**src/core/lcdsg_pkg.sv**
```systemverilog
/*
 * Constants and state type for the LCD drive signal generator.
 * Assumes one 100 MHz core clock; the cycle counts below are derived from its period.
 */
package lcdsg_pkg;
    // Core clock period in ns and column shift clock period in ns
    localparam int CLK_PERIOD_NS   = 10;
    localparam int SCK_PERIOD_NS   = 40;
    localparam int SCK_DIV         = SCK_PERIOD_NS / CLK_PERIOD_NS;
    // Display geometry: nibbles per line and lines per frame
    localparam int NIB_PER_LINE    = 80;
    localparam int LINES_PER_FRAME = 240;
    // Pulses per column driver before the enable chain moves on
    localparam int NIB_PER_DRIVER  = 16;
    // Line latch pulse width in ns and in core cycles
    localparam int LATCH_NS        = 40;
    localparam int LATCH_CYC       = (LATCH_NS + CLK_PERIOD_NS - 1) / CLK_PERIOD_NS;
    // Lines between frame signal flips in the short period mode
    localparam int AC_LINES        = 16;
    // Reset values
    localparam logic [3:0] NIB_RST = 4'h0;
    localparam logic       AC_RST  = 1'b0;

    typedef enum logic [0:0] {
        LCDSG_XFER  = 1'b0,
        LCDSG_LATCH = 1'b1
    } lcdsg_state_t;
endpackage

```
**src/core/lcdsg_top.sv**
```systemverilog
/*
 * LCD drive signal generator: column nibble stream, shift and enable chain
 * clocks, line latch, frame signal, scan start, row clock and blanking.
 * Assumes commands arrive as one-cycle strobes from logic on ref_clk and
 * that the variant strap is an asynchronous pin.
 */
`timescale 1ns/1ns
`default_nettype none
// Overview of operation
// - Column data leaves as 4-bit nibble
// - Nibble held valid at shift clock fall
// - Shift clock halts from latch to line
// - Enable chain pulse every 16 column pulses
// - One line latch pulse per line
// - Frame signal period selectable, two values
// - Row drivers capture scan pulse on fall
// - Scan start high during last line
// - Blank output high while drive active
// - Sleep drops blank within two frames
// - Blank power-up level set by variant
// - Init restarts timing, blanks, cancels sleep
module lcdsg_top (
    // Clock and reset
    input  wire logic       ref_clk,
    input  wire logic       reset,
    input  wire logic       clk_en,
    // Variant strap: high starts with display on
    input  wire logic       variant_on_strap,
    // Command strobes
    input  wire logic       init_cmd,
    input  wire logic       init_ac_sel,
    input  wire logic       display_on_cmd,
    input  wire logic       sleep_cmd,
    // Pixel nibble stream
    input  wire logic [3:0] pix_data,
    input  wire logic       pix_valid,
    output logic            pix_ready,
    // Driver pins
    output logic [3:0]      column_data_nibble,
    output logic            column_shift_clock,
    output logic            enable_chain_clock,
    output logic            line_latch_pulse,
    output logic            ac_frame_signal,
    output logic            row_shift_clock,
    output logic            scan_start_pulse,
    output logic            row_blank_output
);
    localparam logic [6:0] NIB_LAST  = 7'(lcdsg_pkg::NIB_PER_LINE - 1);
    localparam logic [7:0] LINE_LAST = 8'(lcdsg_pkg::LINES_PER_FRAME - 1);
    localparam logic [3:0] DRV_LAST  = 4'(lcdsg_pkg::NIB_PER_DRIVER - 1);
    localparam logic [2:0] LAT_LAST  = 3'(lcdsg_pkg::LATCH_CYC - 1);
    localparam logic [3:0] AC_LAST   = 4'(lcdsg_pkg::AC_LINES - 1);

    lcdsg_pkg::lcdsg_state_t state_q, state_d;
    logic [6:0] nib_cnt_q, nib_cnt_d;
    logic [7:0] line_q, line_d;
    logic [2:0] lat_cnt_q, lat_cnt_d;
    logic [3:0] ac_cnt_q, ac_cnt_d;
    logic [3:0] nib_q, nib_d;
    logic       sck_q, sck_d;
    logic       ecl_q, ecl_d;
    logic       lp_q, lp_d;
    logic       ac_q, ac_d;
    logic       ac_sel_q, ac_sel_d;
    logic       rsc_q, rsc_d;
    logic       blank_q, blank_d;
    logic       scan_q, scan_d;
    logic       sleep_q, sleep_d;
    logic [1:0] strap_cnt_q, strap_cnt_d;
    logic       strap_s1_q, strap_s2_q;
    logic       rise_tick, fall_tick, line_end, frame_end;

    lcdsg_clk_gen u_clk_gen (
        .ref_clk   (ref_clk),
        .reset     (reset),
        .clk_en    (clk_en),
        .run       (state_q == lcdsg_pkg::LCDSG_XFER && !init_cmd),
        .rise_tick (rise_tick),
        .fall_tick (fall_tick)
    );

    assign pix_ready = rise_tick && !init_cmd;
    assign line_end  = clk_en && state_q == lcdsg_pkg::LCDSG_LATCH && lat_cnt_q == LAT_LAST;
    assign frame_end = line_end && line_q == LINE_LAST;

    always_comb begin
        state_d   = state_q;
        nib_cnt_d = nib_cnt_q;
        line_d    = line_q;
        lat_cnt_d = lat_cnt_q;
        ac_cnt_d  = ac_cnt_q;
        nib_d     = nib_q;
        sck_d     = sck_q;
        ecl_d     = ecl_q;
        lp_d      = lp_q;
        ac_d      = ac_q;
        ac_sel_d  = ac_sel_q;
        if (rise_tick) begin
            nib_d = pix_valid ? pix_data : lcdsg_pkg::NIB_RST;
            sck_d = 1'b1;
            ecl_d = (nib_cnt_q[3:0] == DRV_LAST);
        end
        if (fall_tick) begin
            sck_d     = 1'b0;
            ecl_d     = 1'b0;
            nib_cnt_d = nib_cnt_q + 7'h1;
            if (nib_cnt_q == NIB_LAST) begin
                state_d   = lcdsg_pkg::LCDSG_LATCH;
                lp_d      = 1'b1;
                lat_cnt_d = 3'h0;
                nib_cnt_d = 7'h0;
            end
        end
        if (clk_en && state_q == lcdsg_pkg::LCDSG_LATCH) begin
            lat_cnt_d = lat_cnt_q + 3'h1;
        end
        if (line_end) begin
            state_d  = lcdsg_pkg::LCDSG_XFER;
            lp_d     = 1'b0;
            line_d   = (line_q == LINE_LAST) ? 8'h00 : line_q + 8'h01;
            ac_cnt_d = (ac_cnt_q == AC_LAST) ? 4'h0 : ac_cnt_q + 4'h1;
            if (ac_sel_q ? (ac_cnt_q == AC_LAST) : (line_q == LINE_LAST)) begin
                ac_d = !ac_q;
            end
        end
        if (init_cmd && clk_en) begin
            state_d   = lcdsg_pkg::LCDSG_XFER;
            nib_cnt_d = 7'h0;
            line_d    = 8'h00;
            lat_cnt_d = 3'h0;
            ac_cnt_d  = 4'h0;
            sck_d     = 1'b0;
            ecl_d     = 1'b0;
            lp_d      = 1'b0;
            ac_d      = lcdsg_pkg::AC_RST;
            ac_sel_d  = init_ac_sel;
        end
    end

    always_comb begin
        rsc_d       = lp_d;
        // Scan held past row clock fall
        // Lags the line count one cycle so it still stands at the closing latch fall
        scan_d      = (line_q == LINE_LAST) && !init_cmd;
        blank_d     = blank_q;
        sleep_d     = sleep_q;
        strap_cnt_d = strap_cnt_q;
        if (clk_en) begin
            if (strap_cnt_q != 2'h3) begin
                strap_cnt_d = strap_cnt_q + 2'h1;
            end
            if (strap_cnt_q == 2'h2) begin
                blank_d = strap_s2_q;
            end
            if (display_on_cmd) begin
                blank_d = 1'b1;
            end
            if (sleep_cmd) begin
                sleep_d = 1'b1;
            end
            if (frame_end && sleep_q) begin
                blank_d = 1'b0;
            end
            if (init_cmd) begin
                blank_d = 1'b0;
                sleep_d = 1'b0;
            end
        end
    end

    always_ff @(posedge ref_clk) begin
        if (reset) begin
            state_q     <= lcdsg_pkg::LCDSG_XFER;
            nib_cnt_q   <= 7'h0;
            line_q      <= 8'h00;
            lat_cnt_q   <= 3'h0;
            ac_cnt_q    <= 4'h0;
            nib_q       <= lcdsg_pkg::NIB_RST;
            sck_q       <= 1'b0;
            ecl_q       <= 1'b0;
            lp_q        <= 1'b0;
            ac_q        <= lcdsg_pkg::AC_RST;
            ac_sel_q    <= 1'b0;
            rsc_q       <= 1'b0;
            scan_q      <= 1'b0;
            blank_q     <= 1'b0;
            sleep_q     <= 1'b0;
            strap_cnt_q <= 2'h0;
            strap_s1_q  <= 1'b0;
            strap_s2_q  <= 1'b0;
        end else if (clk_en) begin
            state_q     <= state_d;
            nib_cnt_q   <= nib_cnt_d;
            line_q      <= line_d;
            lat_cnt_q   <= lat_cnt_d;
            ac_cnt_q    <= ac_cnt_d;
            nib_q       <= nib_d;
            sck_q       <= sck_d;
            ecl_q       <= ecl_d;
            lp_q        <= lp_d;
            ac_q        <= ac_d;
            ac_sel_q    <= ac_sel_d;
            rsc_q       <= rsc_d;
            scan_q      <= scan_d;
            blank_q     <= blank_d;
            sleep_q     <= sleep_d;
            strap_cnt_q <= strap_cnt_d;
            strap_s1_q  <= variant_on_strap;
            strap_s2_q  <= strap_s1_q;
        end
    end

    assign column_data_nibble = nib_q;
    assign column_shift_clock = sck_q;
    assign enable_chain_clock = ecl_q;
    assign line_latch_pulse   = lp_q;
    assign ac_frame_signal    = ac_q;
    assign row_shift_clock    = rsc_q;
    assign scan_start_pulse   = scan_q;
    assign row_blank_output   = blank_q;

    // Frame ends seen while blank stays high with sleep pending
    logic [1:0] sleep_frames_q;
    always_ff @(posedge ref_clk) begin
        if (reset || !sleep_q || !blank_q) begin
            sleep_frames_q <= 2'h0;
        end else if (frame_end && sleep_frames_q != 2'h3) begin
            sleep_frames_q <= sleep_frames_q + 2'h1;
        end
    end
endmodule
`default_nettype wire

```
**src/core/lcdsg_clk_gen.sv**
```systemverilog
/*
 * Column shift clock phase generator.
 * Assumes run is low whenever the line is not shifting; phase restarts then.
 */
`timescale 1ns/1ns
`default_nettype none
module lcdsg_clk_gen (
    // Clock and reset
    input  wire logic ref_clk,
    input  wire logic reset,
    input  wire logic clk_en,
    // Control
    input  wire logic run,
    // Edge strobes for the shift clock
    output logic      rise_tick,
    output logic      fall_tick
);
    localparam logic [1:0] PH_LAST = 2'(lcdsg_pkg::SCK_DIV - 1);
    localparam logic [1:0] PH_RISE = 2'(lcdsg_pkg::SCK_DIV / 2 - 1);

    logic [1:0] phase_q;
    logic [1:0] phase_d;

    always_comb begin
        phase_d = phase_q;
        if (!run) begin
            phase_d = 2'h0;
        end else if (phase_q == PH_LAST) begin
            phase_d = 2'h0;
        end else begin
            phase_d = phase_q + 2'h1;
        end
    end

    always_ff @(posedge ref_clk) begin
        if (reset) begin
            phase_q <= 2'h0;
        end else if (clk_en) begin
            phase_q <= phase_d;
        end
    end

    assign rise_tick = run && clk_en && (phase_q == PH_RISE);
    assign fall_tick = run && clk_en && (phase_q == PH_LAST);
endmodule
`default_nettype wire

```
**config.mk**
```make
export PLATFORM = sky130hd
export DESIGN_NAME = lcdsg_top
export DESIGN_NICKNAME = d
export VERILOG_FILES = /design/src/core/lcdsg_pkg.sv /design/src/core/lcdsg_top.sv /design/src/core/lcdsg_clk_gen.sv
export SDC_FILE = /design/constraint.sdc
export NUM_CORES = 1
export LEC_CHECK = 0
export ABC_AREA = 0
export BUFFER_PORTS_ARGS = -buffer_cell sky130_fd_sc_hd__buf_2
export CAP_MARGIN = 0
export CORE_ASPECT_RATIO = 0.6
export CORE_UTILIZATION = 50
export DETAILED_ROUTE_END_ITERATION = 8
export PLACE_DENSITY = 0.75
export SLEW_MARGIN = 20
export SYNTH_ARGS = -nofsm -noshare
export SYNTH_HDL_FRONTEND = slang
export SYNTH_HIERARCHICAL = 1
export SYNTH_SLANG_ARGS = --single-unit
export TNS_END_PERCENT = 20
```
**constraint.sdc**
```tcl
create_clock -name ref_clk -period 6 [get_ports ref_clk]
set_input_delay 1.2 -clock ref_clk [delete_from_list [all_inputs] [get_ports ref_clk]]
set_output_delay 1.2 -clock ref_clk [all_outputs]
set_load 0.02 [all_outputs]
```
After elaboration in Yosys (flattened, before gate mapping)
Index checks and enable logic that the tools add are counted.
{"block": "op_classes", "n_addsub": 6, "multipliers": 0, "div": 0, "magnitude_cmp": 0, "eq_ne": 9, "shift": 0, "muxes": 36, "n_bitwise": 1, "n_reduce_logical": 34}
{"operator": "2-to-1 mux 8 bit", "n": 3}
{"operator": "2-to-1 mux 7 bit", "n": 3}
{"operator": "2-to-1 mux 1 bit", "n": 20}
{"operator": "2-to-1 mux 4 bit", "n": 4}
{"operator": "AND reduction 2 bit", "n": 8}
{"operator": "nonzero test 3 bit", "n": 5}
{"operator": "2-to-1 mux 3 bit", "n": 4}
{"operator": "logical AND 1 bit", "n": 11}
{"operator": "AND reduction 3 bit", "n": 3}
{"operator": "adder 8 x 1 -> 8 bit (second input constant)", "n": 1}
{"operator": "equality test 4 bit (second input constant)", "n": 2}
{"operator": "equality test 8 bit (second input constant)", "n": 1}
{"operator": "nonzero test 2 bit", "n": 4}
{"operator": "adder 7 x 1 -> 7 bit (second input constant)", "n": 1}
{"operator": "equality test 7 bit (second input constant)", "n": 1}
{"operator": "adder 2 x 1 -> 2 bit (second input constant)", "n": 2}
{"operator": "adder 4 x 1 -> 4 bit (second input constant)", "n": 1}
{"operator": "equality test 2 bit (second input constant)", "n": 2}
{"operator": "2-to-1 mux 2 bit", "n": 2}
{"operator": "nonzero test 4 bit", "n": 1}
{"operator": "adder 3 x 1 -> 3 bit (second input constant)", "n": 1}
{"operator": "equality test 3 x 2 -> 1 bit (second input constant)", "n": 1}
{"operator": "equality test 2 x 1 -> 1 bit (second input constant)", "n": 1}
{"operator": "logical NOT 1 bit", "n": 2}
{"operator": "other kinds (2)", "n": 2}
{"block": "totals", "regBits": 40, "latch_bits": 0, "ramBits": 0, "rom_bits": 0, "out_inout_bits": 12, "word_cells": 103, "mem_count": 0}

Longest topological paths before layout
{"block": "logic_depth", "depth_word": 7, "ltp_mapped": 9, "mapped_depth_nobuf": 7}

Hierarchy
Netlist, hierarchy kept.
{"mod": "lcdsg_top", "n_inst": 1, "cells_each": 216, "area_each_um2": 1820.5, "seq_area_each_um2": 760.7}
{"mod": "lcdsg_clk_gen", "n_inst": 1, "cells_each": 13, "area_each_um2": 125.1, "seq_area_each_um2": 40.0}

Worst setup path before layout
No wires, ideal clock.
{"block": "synth_timing", "path_type": "input to output", "start": "input init_cmd", "end": "output pix_ready", "arrival_ns": 2.171, "required_time_ns": 4.800, "slack_ns": 2.629, "path_stages": 5, "n_path_buf": 1, "cell_sequence": "buf_2 -> or2_0 -> inv_1 -> and3_2 -> nor2b_1"}
{"block": "synth_between", "elab_chain_len": 5}
{"element": "from (decl)", "line_no": "lcdsg_top.sv:30", "source": "input wire logic init_cmd,"}
{"element": "logical NOT 1 bit", "line_no": "lcdsg_top.sv:77", "source": ".run (state_q == lcdsg_pkg::LCDSG_XFER && !init_cmd),"}
{"element": "logical AND 1 bit", "line_no": "lcdsg_top.sv:77"}
{"element": "logical AND 1 bit (2 in series)", "line_no": "lcdsg_clk_gen.sv:43", "source": "assign rise_tick = run && clk_en && (phase_q == PH_RISE);"}
{"element": "net rise_tick", "line_no": "lcdsg_top.sv:71", "source": "logic rise_tick, fall_tick, line_end, frame_end;"}
{"element": "logical AND 1 bit", "line_no": "lcdsg_top.sv:82", "source": "assign pix_ready = rise_tick && !init_cmd;"}
{"element": "to (decl)", "line_no": "lcdsg_top.sv:37", "source": "output logic pix_ready,"}
The timed path passes the listed nets, and every way through them passes these cells.

Worst setup path after layout
Ends and elaborated chain as after synthesis.

==> results.md <==
- Outcome: complete, no violations
- DP Wirelength: 2840 um
- CP max FO: 17
- Ratio of cells with drive above 1 in the final layout: 16.0%
- Final Slew Violations: 0
- Seq/Total Area, Yosys: 41.2%
- GRT met3 Usage: 8.73%
- CTS Root Cell: clkbuf_8
- Number of global-route vias before repair: 1406
- First-pass GRT wire length: 6710 um
- Main flop type after synthesis: dfxtp_1
- Cell Rows: 17
- Met1 usage: 34.8%
- Fmax: 288 MHz
- Total track usage: 22.1%
- Reg clk slew, reported paths: 0.07 ns
- Syn avg cell area: 8.50 um^2
- Routability congestion estimate: 0.898
- Worst hold path class: register to register
- Antenna viol nets, final: 0
- Via/cell ratio: 5.40
- Syn_nets: 251
- Die area: 4150 um^2
- RSZ-0062 raised after global routing: no
- Ys async rst share: 0%
- Nets@finish: 271
- Die X: 82.5 um
- Final hold vios: 0
- Pwr Total: 0.486 mW
- Drt first pass iters: 4
- Cell area after synthesis: 1950 um^2
- Crit path capture type: output port
- Final TNS setup: 0 ns
- # hold bufs at CTS: 0
- Final period util: 57.9%
- Leak pwr: 0.853 nW
- Finish-stage setup viols: 0
- Num CTS Buffers: 5
- Ys Warns: 6
- Slew HR: 67.7%
- Data required time at the worst endpoint: 4.80 ns
- IO Port Bufs: 24
- WL final: 3910 um
- #FFs+latches synth: 40
- Post-CTS setup buffers: 0
- Core area: 3700 um^2
- GRT overflow: 0
- Slew @ Worst Pin: 0.485 ns
- Gr busiest metal: met1
- Power Dens Cells: 225 nW/um^2
- Initial DRC Count: 62
- Initial antenna violation count: 0
- Worst EP arrival: 2.28 ns
- Crit path launch type: input port
- Largest net degree at the start of global routing: 30
- CP Class: input port to output port
- Distinct cells, synth: 48
- Layout Skew: 0.00467 ns
- EDFF count, synth: 0
- Skew-Pair Late Insertion Delay: 0.29 ns
- CTS tree: done
- Max_cap viols: 0
- Drt wl/cell: 13.2 um
- Synthesis-to-finish area growth: 10.9%
- Post-Synthesis Cells: 229
- I/O pin total: 25
- Met2 Use GR: 26.3%
- Peak VDD IR: 0.135 mV
- Drt drc: 0
- Sink Count: 40
- Die Ht: 50.3 um
- Total vias in the final route: 1604
- Post-cts resize count: 0
- Max Root-Sink Buffers: 2
- Fin crit period: 3.48 ns
- H-Tree Depth: 2
- Ant. Diodes: 0
- Initial Utilization: 52.6%
## registers in the layout, summed over array words and instances, names as in the netlist
| name | cells |
|---|---|
| column_shift_clock | 1 |
| column_data_nibble | 4 |
| line_q | 8 |
| row_shift_clock | 1 |
| strap_cnt_q | 2 |
| strap_s1_q | 1 |
| enable_chain_clock | 1 |
| ac_cnt_q | 4 |
| strap_s2_q | 1 |
| lat_cnt_q | 3 |
| nib_cnt_q | 7 |
| sleep_q | 1 |
| ac_sel_q | 1 |
| ac_frame_signal | 1 |
| scan_start_pulse | 1 |
| row_blank_output | 1 |
| u_clk_gen/phase_q | 2 |
## Yosys cell counts (2+ instances only)
cell      instances  area share, %
and2_1            2           0.64
a21oi_1          21            5.4
clkbuf_1          3           0.58
o21ai_1           5            1.3
a41oi_1           2           0.90
nand2_1          32            6.2
and3_1            4            1.3
buf_2             6            1.5
nand2b_1          4            1.3
xnor2_1           6            2.7
a31oi_1           4            1.3
xor2_1            5            2.3
or3_1             3           0.96
nand3b_1          3            1.2
dfxtp_1          40             41
o22ai_1           2           0.64
nand3_1          11            2.8
nor2_1           25            4.8
a21o_1            2           0.77
o21ai_0           2           0.51
ha_1              9            5.8
mux2i_1           4            2.1
and3_2            2           0.77
inv_1             6            1.2
nor3_1            2           0.51
o21a_1            2           0.77
## critical path, cell delays in order
cell     delay, ns
buf_2         0.19
or2_0         0.24
inv_1         0.10
and3_2        0.23
nor2b_1       0.14
buf_2         0.17
## metal layers
| metal | up-vias | routed length (um) |
|---|---|---|
| li1 | 841 | - |
| met5 | - | 0 |
| met2 | 44 | 1390 |
| met3 | 4 | 208 |
| met4 | 0 | 42 |
| met1 | 715 | 2270 |
## placed cells by master, fill, tap and decap left out, types with 3 or more instances in the layout
cell       n
a21oi_1   21
inv_1      6
nand2b_1   4
clkbuf_8   6
and3_1     4
a31oi_1    4
mux2i_1    4
nand3b_1   3
nand3_1   11
xnor2_1    6
ha_1       9
buf_2     24
o21ai_1    5
nor2_1    25
nand2_1   32
dfxtp_1   40
or3_1      3
xor2_1     5
## path summary, 6_finish.rpt
check / from / to / slack [ns] / cells after the start
setup / recovery: init_cmd / pix_ready / 2.52 / 6
hold reg to reg: column_data_nibble[0] / column_data_nibble[0] / 0.45 / 2
hold / removal: column_data_nibble[0] / column_data_nibble[0] / 0.45 / 2
setup reg to reg: row_shift_clock / nib_cnt_q[3] / 4.03 / 7
## area by class of cell
type	count	area (um^2)
fill	359	1540
multi-input combinational	171	1060
sequential	40	801
timing repair buffer	24	120
clock buffer	6	82.6
tap	47	58.8
inverter	7	26.3
clock inverter	2	10.0
## report_power, final
| group | switching, mW | internal (mW) | leakage, nW |
|---|---|---|---|
| logic | 0.0208 | 0.0119 | 0.478 |
| clock network | 0.0896 | 0.0917 | 0.0510 |
| registers | 0.00295 | 0.269 | 0.323 |
| total | 0.113 | 0.373 | 0.853 |
## cells by family after synthesis
group / after synthesis / synth area share [%]
DFF: 40 / 41.2
AOI/OAI and AO/OA: 49 / 15.9
adders and majority gates: 9 / 5.79
xor gates and xnor gates: 11 / 4.95
buffers and inverters: 18 / 4.44
muxes: 4 / 2.06
and+or+nand+nor: 98 / 25.7
## through the flow
step	area [um^2]	hold WS, ns	util, %	cells	setup WS (ns)
after floorplan	1950	0.436	-	229	2.63
after global placement	2060	0.435	55.8	289	2.55
after detailed placement	2060	0.444	55.8	289	2.53
after CTS	2160	0.457	58.3	297	2.52
after global routing	2160	0.479	58.3	297	2.44
final	2160	0.454	58.3	297	2.52
(Power assumes the default switching activity.)
